[src/rtl/vmoc_pkg.sv]
// Package for the VME master ownership control block.
// Assumes a single 20 MHz clock and a 32-bit register port.
package vmoc_pkg;
  localparam logic [11:0] MASTER_CONTROL_OFS = 12'h0400;
  localparam int RETRY_LSB = 28;
  localparam int PWCNT_LSB = 24;
  localparam int VRL_LSB = 22;
  localparam int VRM_BIT = 21;
  localparam int VREL_BIT = 20;
  localparam int HOLD_BIT = 19;
  localparam int HOLD_ACK_BIT = 18;
  localparam int PABS_LSB = 12;
  localparam int BUSNO_LSB = 0;
  localparam logic [3:0] RETRY_RESET = 4'h8;
  localparam logic [3:0] PWCNT_RESET = 4'h0;
  localparam logic [1:0] VRL_RESET = 2'h3;
  localparam logic [3:0] PWCNT_EVERY = 4'hf;
  localparam logic [3:0] PWCNT_MAX_CODE = 4'h5;
  localparam int PWCNT_BASE_SHIFT = 7;
  localparam int RETRY_SHIFT = 6;
  localparam int CNT_W = 13;
  localparam int RETRY_W = 10;
  typedef enum logic [1:0] {VM_IDLE, VM_REQ, VM_OWN} vmoc_state_e;
endpackage

[src/rtl/vmoc_byte_counter.sv]
// Counts posted-write bytes drained while pw_active is high.
// Assumes byte counts per beat are 1 to 8 and arrive synchronously.
`timescale 1ns/1ns
module vmoc_byte_counter #(
  parameter int CNT_W = 13
) (
  // Clock
  input wire logic sys_clk,
  input wire logic resetn,
  input wire logic clk_en,
  // Control
  input wire logic clear,
  input wire logic beat,
  input wire logic [3:0] beat_bytes,
  input wire logic [CNT_W-1:0] limit,
  // Status
  output logic reached_q
);
  logic [CNT_W-1:0] count_q;
  logic [CNT_W:0] sum;
  assign sum = {1'b0, count_q} + {{(CNT_W-3){1'b0}}, beat_bytes};
  initial begin
    if (CNT_W < 13) $error("CNT_W too small");
  end
  always_ff @(posedge sys_clk or negedge resetn) begin
    if (!resetn) begin
      count_q <= '0;
      reached_q <= 1'b0;
    end else if (clk_en) begin
      if (clear) begin
        count_q <= '0;
        reached_q <= 1'b0;
      end else if (beat) begin
        count_q <= sum[CNT_W-1:0];
        reached_q <= (sum >= {1'b0, limit});
      end
    end
  end
endmodule

[src/rtl/vmoc_top.sv]
// Master control register and VMEbus ownership logic of a bridge.
// Assumes register writes from PCI and VME arrive as one-cycle strobes.
`timescale 1ns/1ns
// Operation
// RULE_01 - Hold bit set asserts bus-busy until software writes zero.
// RULE_02 - Holding the bus does not disturb PCI target channel traffic.
// RULE_03 - Bus held by hold bit never releases bus-busy early.
// RULE_04 - Software waits for acknowledge zero before setting hold bit.
// RULE_05 - On bus error while held, software clears the hold bit.
// RULE_06 - VME-side masters never write one to the hold bit.
// RULE_07 - Posted write drain releases bus-busy early at programmed count.
// RULE_08 - Count code 0 is 128 bytes doubling to code 5; resets zero.
// RULE_09 - Count code 1111 releases bus-busy after every transaction.
// RULE_10 - Config cycle is Type 0 when address[23:16] matches bus number.
// RULE_11 - Retry limit 0 is forever, else value times 64; resets 8.
// RULE_12 - Acknowledge reads one only when bus held by hold bit.
// RULE_13 - Hold bit requests through arbitration; acknowledge after grant.
module vmoc_top #(
  parameter int CNT_W = vmoc_pkg::CNT_W
) (
  // Clock and reset
  input wire logic sys_clk,
  input wire logic resetn,
  input wire logic clk_en,
  // Register port
  input wire logic reg_wr,
  input wire logic reg_from_vme,
  input wire logic [11:0] reg_addr,
  input wire logic [31:0] reg_wdata,
  output logic [31:0] reg_rdata_q,
  // VMEbus arbitration
  output logic bus_request_q,
  input wire logic bus_grant,
  output logic bus_busy_q,
  // Posted write drain
  input wire logic pw_active,
  input wire logic pw_beat,
  input wire logic [3:0] pw_beat_bytes,
  input wire logic pw_xfer_end,
  // Configuration mapping
  input wire logic [7:0] cfg_addr_bus,
  output logic cfg_type1_q,
  // PCI master retry
  input wire logic pci_retry,
  input wire logic pci_xfer_done,
  output logic pci_retry_error_q
);
  logic [3:0] retry_q;
  logic [3:0] pwcnt_q;
  logic [1:0] vrl_q;
  logic vrm_q;
  logic vrel_q;
  logic hold_q;
  logic hold_ack_q;
  logic [1:0] pabs_q;
  logic [7:0] bus_no_q;
  localparam int RETRY_W_L = vmoc_pkg::RETRY_W;
  logic [RETRY_W_L-1:0] retry_cnt_q;
  vmoc_pkg::vmoc_state_e state_q;
  vmoc_pkg::vmoc_state_e state_d;
  initial begin
    if (CNT_W < vmoc_pkg::CNT_W) $error("CNT_W too small");
  end

  // Register decode
  wire ctl_hit = (reg_addr == vmoc_pkg::MASTER_CONTROL_OFS);
  wire ctl_wr = reg_wr && ctl_hit;
  wire ctl_we = clk_en && ctl_wr;
  wire [3:0] w_retry = reg_wdata[vmoc_pkg::RETRY_LSB +: 4];
  wire [3:0] w_pwcnt = reg_wdata[vmoc_pkg::PWCNT_LSB +: 4];
  wire [1:0] w_vrl = reg_wdata[vmoc_pkg::VRL_LSB +: 2];
  wire w_vrm = reg_wdata[vmoc_pkg::VRM_BIT];
  wire w_vrel = reg_wdata[vmoc_pkg::VREL_BIT];
  wire w_hold = reg_wdata[vmoc_pkg::HOLD_BIT];
  wire [1:0] w_pabs = reg_wdata[vmoc_pkg::PABS_LSB +: 2];
  wire [7:0] w_bus_no = reg_wdata[vmoc_pkg::BUSNO_LSB +: 8];
  // VME-side writes of one are refused to avoid bus lockup
  wire hold_wr = ctl_wr && !(reg_from_vme && w_hold); // RULE_06
  // Reserved bits read as zero
  wire [31:0] ctl_word = {retry_q, pwcnt_q, vrl_q, vrm_q, vrel_q, hold_q,
    hold_ack_q, 4'h0, pabs_q, 4'h0, bus_no_q};

  // Early release threshold: 128 bytes shifted by code
  wire [CNT_W-1:0] pw_limit = CNT_W'(1 << (vmoc_pkg::PWCNT_BASE_SHIFT
    + int'(pwcnt_q))); // RULE_08
  // Reserved codes never reach a threshold
  wire pw_code_ok = (pwcnt_q <= vmoc_pkg::PWCNT_MAX_CODE);
  wire pw_reached;
  wire early_every = (pwcnt_q == vmoc_pkg::PWCNT_EVERY)
    && pw_xfer_end; // RULE_09
  wire early_count = pw_code_ok && pw_reached; // RULE_07
  // The hold bit overrides any release count
  wire early_rel = pw_active && !hold_q
    && (early_every || early_count); // RULE_03

  vmoc_byte_counter #(.CNT_W(CNT_W)) u_cnt (
    .sys_clk(sys_clk),
    .resetn(resetn),
    .clk_en(clk_en),
    .clear(!pw_active || early_rel),
    .beat(pw_beat),
    .beat_bytes(pw_beat_bytes),
    .limit(pw_limit),
    .reached_q(pw_reached)
  );

  // Ownership state machine
  always_comb begin
    state_d = state_q;
    case (state_q)
      vmoc_pkg::VM_IDLE: begin
        if (hold_q || pw_active) state_d = vmoc_pkg::VM_REQ; // RULE_13
      end
      vmoc_pkg::VM_REQ: begin
        if (!hold_q && !pw_active) state_d = vmoc_pkg::VM_IDLE;
        else if (bus_grant) state_d = vmoc_pkg::VM_OWN; // RULE_13
      end
      vmoc_pkg::VM_OWN: begin
        if (hold_q) state_d = vmoc_pkg::VM_OWN; // RULE_01
        else if (!pw_active || early_rel) state_d = vmoc_pkg::VM_IDLE;
      end
      default: state_d = vmoc_pkg::VM_IDLE;
    endcase
  end

  // Retry limit and release count fields
  always_ff @(posedge sys_clk or negedge resetn) begin
    if (!resetn) begin
      retry_q <= vmoc_pkg::RETRY_RESET; // RULE_11
      pwcnt_q <= vmoc_pkg::PWCNT_RESET; // RULE_08
    end else if (ctl_we) begin
      retry_q <= w_retry;
      pwcnt_q <= w_pwcnt;
    end
  end

  // Arbitration fields, stored and read back only
  always_ff @(posedge sys_clk or negedge resetn) begin
    if (!resetn) begin
      vrl_q <= vmoc_pkg::VRL_RESET;
      vrm_q <= 1'b0;
      vrel_q <= 1'b0;
    end else if (ctl_we) begin
      vrl_q <= w_vrl;
      vrm_q <= w_vrm;
      vrel_q <= w_vrel;
    end
  end

  // Burst size and local bus number
  always_ff @(posedge sys_clk or negedge resetn) begin
    if (!resetn) begin
      pabs_q <= 2'h0;
      bus_no_q <= 8'h00;
    end else if (ctl_we) begin
      pabs_q <= w_pabs;
      bus_no_q <= w_bus_no;
    end
  end

  // Hold bit; VME-side sets were refused in decode
  always_ff @(posedge sys_clk or negedge resetn) begin
    if (!resetn) begin
      hold_q <= 1'b0;
    end else if (clk_en && hold_wr) begin
      hold_q <= w_hold; // RULE_01
    end
  end

  // Bus ownership outputs
  wire req_d = (state_d == vmoc_pkg::VM_REQ);
  wire own_d = (state_d == vmoc_pkg::VM_OWN);
  always_ff @(posedge sys_clk or negedge resetn) begin
    if (!resetn) begin
      state_q <= vmoc_pkg::VM_IDLE;
      bus_request_q <= 1'b0;
      bus_busy_q <= 1'b0;
      hold_ack_q <= 1'b0;
    end else if (clk_en) begin
      state_q <= state_d;
      bus_request_q <= req_d;
      bus_busy_q <= own_d; // RULE_01
      hold_ack_q <= hold_q && own_d; // RULE_12
    end
  end

  // Read data and configuration type
  always_ff @(posedge sys_clk or negedge resetn) begin
    if (!resetn) begin
      reg_rdata_q <= 32'h0000_0000;
      cfg_type1_q <= 1'b0;
    end else if (clk_en) begin
      reg_rdata_q <= ctl_hit ? ctl_word : 32'h0000_0000;
      cfg_type1_q <= (cfg_addr_bus != bus_no_q); // RULE_10
    end
  end

  // PCI master retry limit; independent of hold state
  wire [RETRY_W_L-1:0] retry_lim = RETRY_W_L'(int'(retry_q)
    << vmoc_pkg::RETRY_SHIFT); // RULE_11
  wire retry_forever = (retry_q == 4'h0);
  wire [RETRY_W_L-1:0] retry_next = retry_cnt_q + RETRY_W_L'(1);
  wire retry_hit = !retry_forever && (retry_next >= retry_lim);
  always_ff @(posedge sys_clk or negedge resetn) begin
    if (!resetn) begin
      retry_cnt_q <= '0;
      pci_retry_error_q <= 1'b0;
    end else if (clk_en) begin
      pci_retry_error_q <= 1'b0;
      if (pci_xfer_done) begin
        retry_cnt_q <= '0; // RULE_02
      end else if (pci_retry) begin
        if (retry_hit) begin
          pci_retry_error_q <= 1'b1; // RULE_11
          retry_cnt_q <= '0;
        end else begin
          retry_cnt_q <= retry_next;
        end
      end
    end
  end
endmodule

[config.mk]
export PLATFORM = sky130hd
export DESIGN_NAME = vmoc_top
export DESIGN_NICKNAME = d
export VERILOG_FILES = /design/src/rtl/vmoc_pkg.sv /design/src/rtl/vmoc_byte_counter.sv /design/src/rtl/vmoc_top.sv
export SDC_FILE = /design/constraint.sdc
export NUM_CORES = 1
export LEC_CHECK = 0
export BUFFER_PORTS_ARGS = -buffer_cell sky130_fd_sc_hd__clkbuf_2
export CAP_MARGIN = 10
export CORE_MARGIN = 5
export CORE_UTILIZATION = 44
export CTS_CLUSTER_DIAMETER = 50
export DETAILED_ROUTE_END_ITERATION = 10
export GPL_TIMING_DRIVEN = 0
export HOLD_SLACK_MARGIN = 0.15
export PLACE_DENSITY_LB_ADDON = 0.25
export SYNTH_ARGS = -nofsm -noshare
export SYNTH_HDL_FRONTEND = slang
export SYNTH_SLANG_ARGS = --single-unit
[constraint.sdc]
create_clock -name sys_clk -period 3.15 [get_ports sys_clk]
set_clock_uncertainty 0.1 [all_clocks]
set_input_delay 0.1575 -clock sys_clk [delete_from_list [all_inputs] [get_ports sys_clk]]
set_output_delay 0.1575 -clock sys_clk [all_outputs]
set_load 0.05 [all_outputs]
==> results.json <==
{
  "outcome": "complete, no violations",
  "antenna_found_initial": 0,
  "dieHeight_um": 106.4,
  "slew_headroom": 0.2369,
  "h-tree-depth": 3,
  "place_area_um2": 4731,
  "synth_edf_count": 0,
  "finalSetupViolations": 0,
  "final_nets": 602,
  "cts_tree": "done",
  "grt_pass1_vias": 3417,
  "max_cap_violations": 0,
  "viasPerCell": 5.324,
  "drt-initial-drc-count": 112,
  "worst_slack_ns": 0.1966,
  "antenna_cells": 0,
  "synth-seq-cells": 78,
  "crit_type": "flip-flop to flip-flop",
  "crit_start": "u_cnt.count_q[0]",
  "wl_um": 9996,
  "dpl.cell_count": 574,
  "cpMostUsedCell": "ha_1",
  "final_cells": 627,
  "cp.required_ns": 3.29,
  "vias": 3338,
  "cpMaxStageDelayCell": "dfrtp_1",
  "initial_core_util": 0.4466,
  "pin_count": 103,
  "cp_num_buf_inv": 0,
  "drv_slew": 0,
  "arrival_ns": 3.09,
  "tightest_slew_ns": 1.133,
  "power_mw": 2.326,
  "cts_buffers": 9,
  "ys_async_sr_fraction": 1.000,
  "synth.distinct_cells": 52,
  "firstDrtPassIters": 4,
  "ant_nets": 0,
  "die_x_um": 106.4,
  "cp-start-kind": "flip-flop",
  "rsz0062_at_grt": "false",
  "clk_pin_slew_ns": 0.08,
  "hold_depth": 5,
  "clkLatencyLatePin_ns": 0.34,
  "finalHoldViolCount": 0,
  "cts.sinks": 78,
  "synthToLayoutAreaGrowth_pct": 32.26,
  "synth_warnings": 0,
  "placementRows": 35,
  "grt_usage": 0.1881,
  "finalCritPeriodShare": 0.9376,
  "min_from": "pci_retry",
  "fin_area_um2": 5406,
  "grt_max_degree": 54,
  "portBuffers": 85,
  "powerDensity_nw_per_um2": 430.2,
  "reg2reg_depth": 13,
  "pre_cts_ws_ns": -0.1812,
  "syn_area_per_cell_um2": 11.23,
  "ys_seq_area_frac": 0.4784,
  "wl_per_cell_um": 15.94,
  "power_leakage_nw": 2.858,
  "synth_ff_type": "dfrtp_1",
  "core_area_um2": 9153,
  "path_delay_family": "compound AO/OA/AOI/OAI gates",
  "clk_path_buf_depth": 2,
  "fmax_ghz": 0.3386,
  "hpwl_um": 7036,
  "drive_above_1_share": 0.2810,
  "path_max_fanout": 2,
  "cts_root_buf": "clkbuf_8",
  "grt_pass1_wl_um": 16880,
  "period_minus_slack_ns": 2.953,
  "crit_chain": "ha_1 > fa_2 > a21o_1 > a21oi_4 > nor2_1 > and3_1 > xor2_1 > ha_1 > a211oi_2 > a21oi_1 > o21ai_1 > o211ai_1 > a22o_1",
  "grt-ovfl-total": 0,
  "cp_slowest_stage_delay_ns": 0.39,
  "drc": 0,
  "worst-path-stages": 13,
  "r2r_start": "u_cnt.count_q[0]",
  "syn_area_um2": 4088,
  "syn_inst": 364,
  "dieArea_um2": 11320,
  "cp-end-kind": "flip-flop",
  "irDropWorstVdd_v": 0.0002414,
  "gp_congestion": 0.8793,
  "hp-class": "primary input to flip-flop"
}
worst min-delay path, cell delays in order:
cell	delay, ns
clkbuf_2	0.08
nand2_1	0.06
nor2_1	0.14
o221ai_1	0.11
nand2_1	0.06
flip-flops by register name (all words and copies together) (netlist names):
register	count
bus_busy_q	1
hold_q	1
state_q	2
bus_request_q	1
reg_rdata_q	24
cfg_type1_q	1
vrl_q	2
u_cnt.reached_q	1
vrel_q	1
bus_no_q	8
hold_ack_q	1
vrm_q	1
u_cnt.count_q	13
pwcnt_q	4
pci_retry_error_q	1
retry_q	4
pabs_q	2
retry_cnt_q	10
logic make-up (layout without fill, tap and decap cells):
family / Yosys count / after routing / synth area share
simple gates: 101 / 101 / 0.1301
flops: 78 / 78 / 0.4784
buf+inv: 29 / 168 / 0.03795
mux: 22 / 22 / 0.06979
compound gates: 87 / 87 / 0.1616
fa+ha+maj: 24 / 24 / 0.07530
other cells: 2 / 15 / 0.001837
xor+xnor: 21 / 21 / 0.04500
layout make-up:
cell class | instances | area [um^2]
Buffer | 17 | 110.1
Clock buffer | 10 | 137.6
Clock inverter | 6 | 132.6
Fill cell | 782 | 3746
Inverter | 12 | 45.04
Multi-Input combinational cell | 270 | 2053
Sequential cell | 78 | 1958
Tap cell | 111 | 138.9
Timing Repair Buffer | 123 | 830.8
routing by layer:
layer,track usage,share of wire
met1,0.2282,0.41
met5,0,0
met3,0.04189,0.043
met2,0.3335,0.52
met4,0.05458,0.019
cell usage after synthesis, types with 4 or more instances:
library cell / count / area (um^2)
buf_4: 8 / 60.06
a22o_1: 34 / 297.8
mux2_4: 10 / 150.1
xnor2_1: 6 / 52.55
clkbuf_1: 6 / 22.52
mux2_2: 4 / 45.04
dfrtp_1: 75 / 1877
inv_1: 11 / 41.29
and3_1: 9 / 56.30
o21ai_0: 16 / 80.08
nor2_1: 19 / 71.32
a21oi_1: 5 / 25.02
nand3b_1: 6 / 45.04
a211o_1: 5 / 43.79
nand2_1: 26 / 97.59
ha_1: 23 / 287.8
mux2_1: 8 / 90.09
nor3_1: 5 / 25.02
xor2_1: 15 / 131.4
a21o_1: 7 / 52.55
o221ai_1: 4 / 35.03
nand3_1: 14 / 70.07
repair_timing:
action                                 CTS  global route
setup endpoints to repair                4             7
hold buffers                            34             0
endpoints found under the hold margin  111             0
gates cloned                             0             0
gates resized for setup                  3             8
pin swaps                                1             2
setup buffers                            0             3
metrics by stage:
stage | hold WS [ns] | util | setup TNS [ns]
floorplan | -0.2381 | - | 0
global placement | 0.2718 | 0.5136 | -0.1737
detailed placement | 0.04177 | 0.5169 | -0.1812
CTS | 0.1831 | 0.5856 | 0
global route | 0.2053 | 0.5907 | 0
finish | 0.1927 | 0.5907 | 0
worst paths after layout:
path	endpoint	slack, ns
setup / recovery	u_cnt.reached_q	0.20
hold / removal	retry_cnt_q[6]	0.19
setup reg to reg	u_cnt.reached_q	0.20
hold reg to reg	hold_ack_q	0.41
max in group asynchronous	retry_q[3]	2.11
min in group asynchronous	pwcnt_q[1]	0.20
cells in the final DEF (no fill, tap or decap), types with 13 or more instances in the layout:
| master | instances |
|---|---|
| ha_1 | 23 |
| nand3_1 | 14 |
| dfrtp_1 | 73 |
| a22o_1 | 34 |
| nor2_1 | 19 |
| xor2_1 | 15 |
| dlygate4sd3_1 | 34 |
| clkbuf_2 | 84 |
| nand2_1 | 26 |
| o21ai_0 | 13 |
| conb_1 | 15 |
where the power goes:
part | switching (mW) | total, mW | internal [mW] | leakage (nW)
Sequential | 0.0173 | 1.04 | 1.02 | 1.06
Combinational | 0.158 | 0.290 | 0.132 | 1.66
Clock | 0.373 | 1.00 | 0.627 | 0.132
Note: power is estimated with default switching activity, not from simulation.
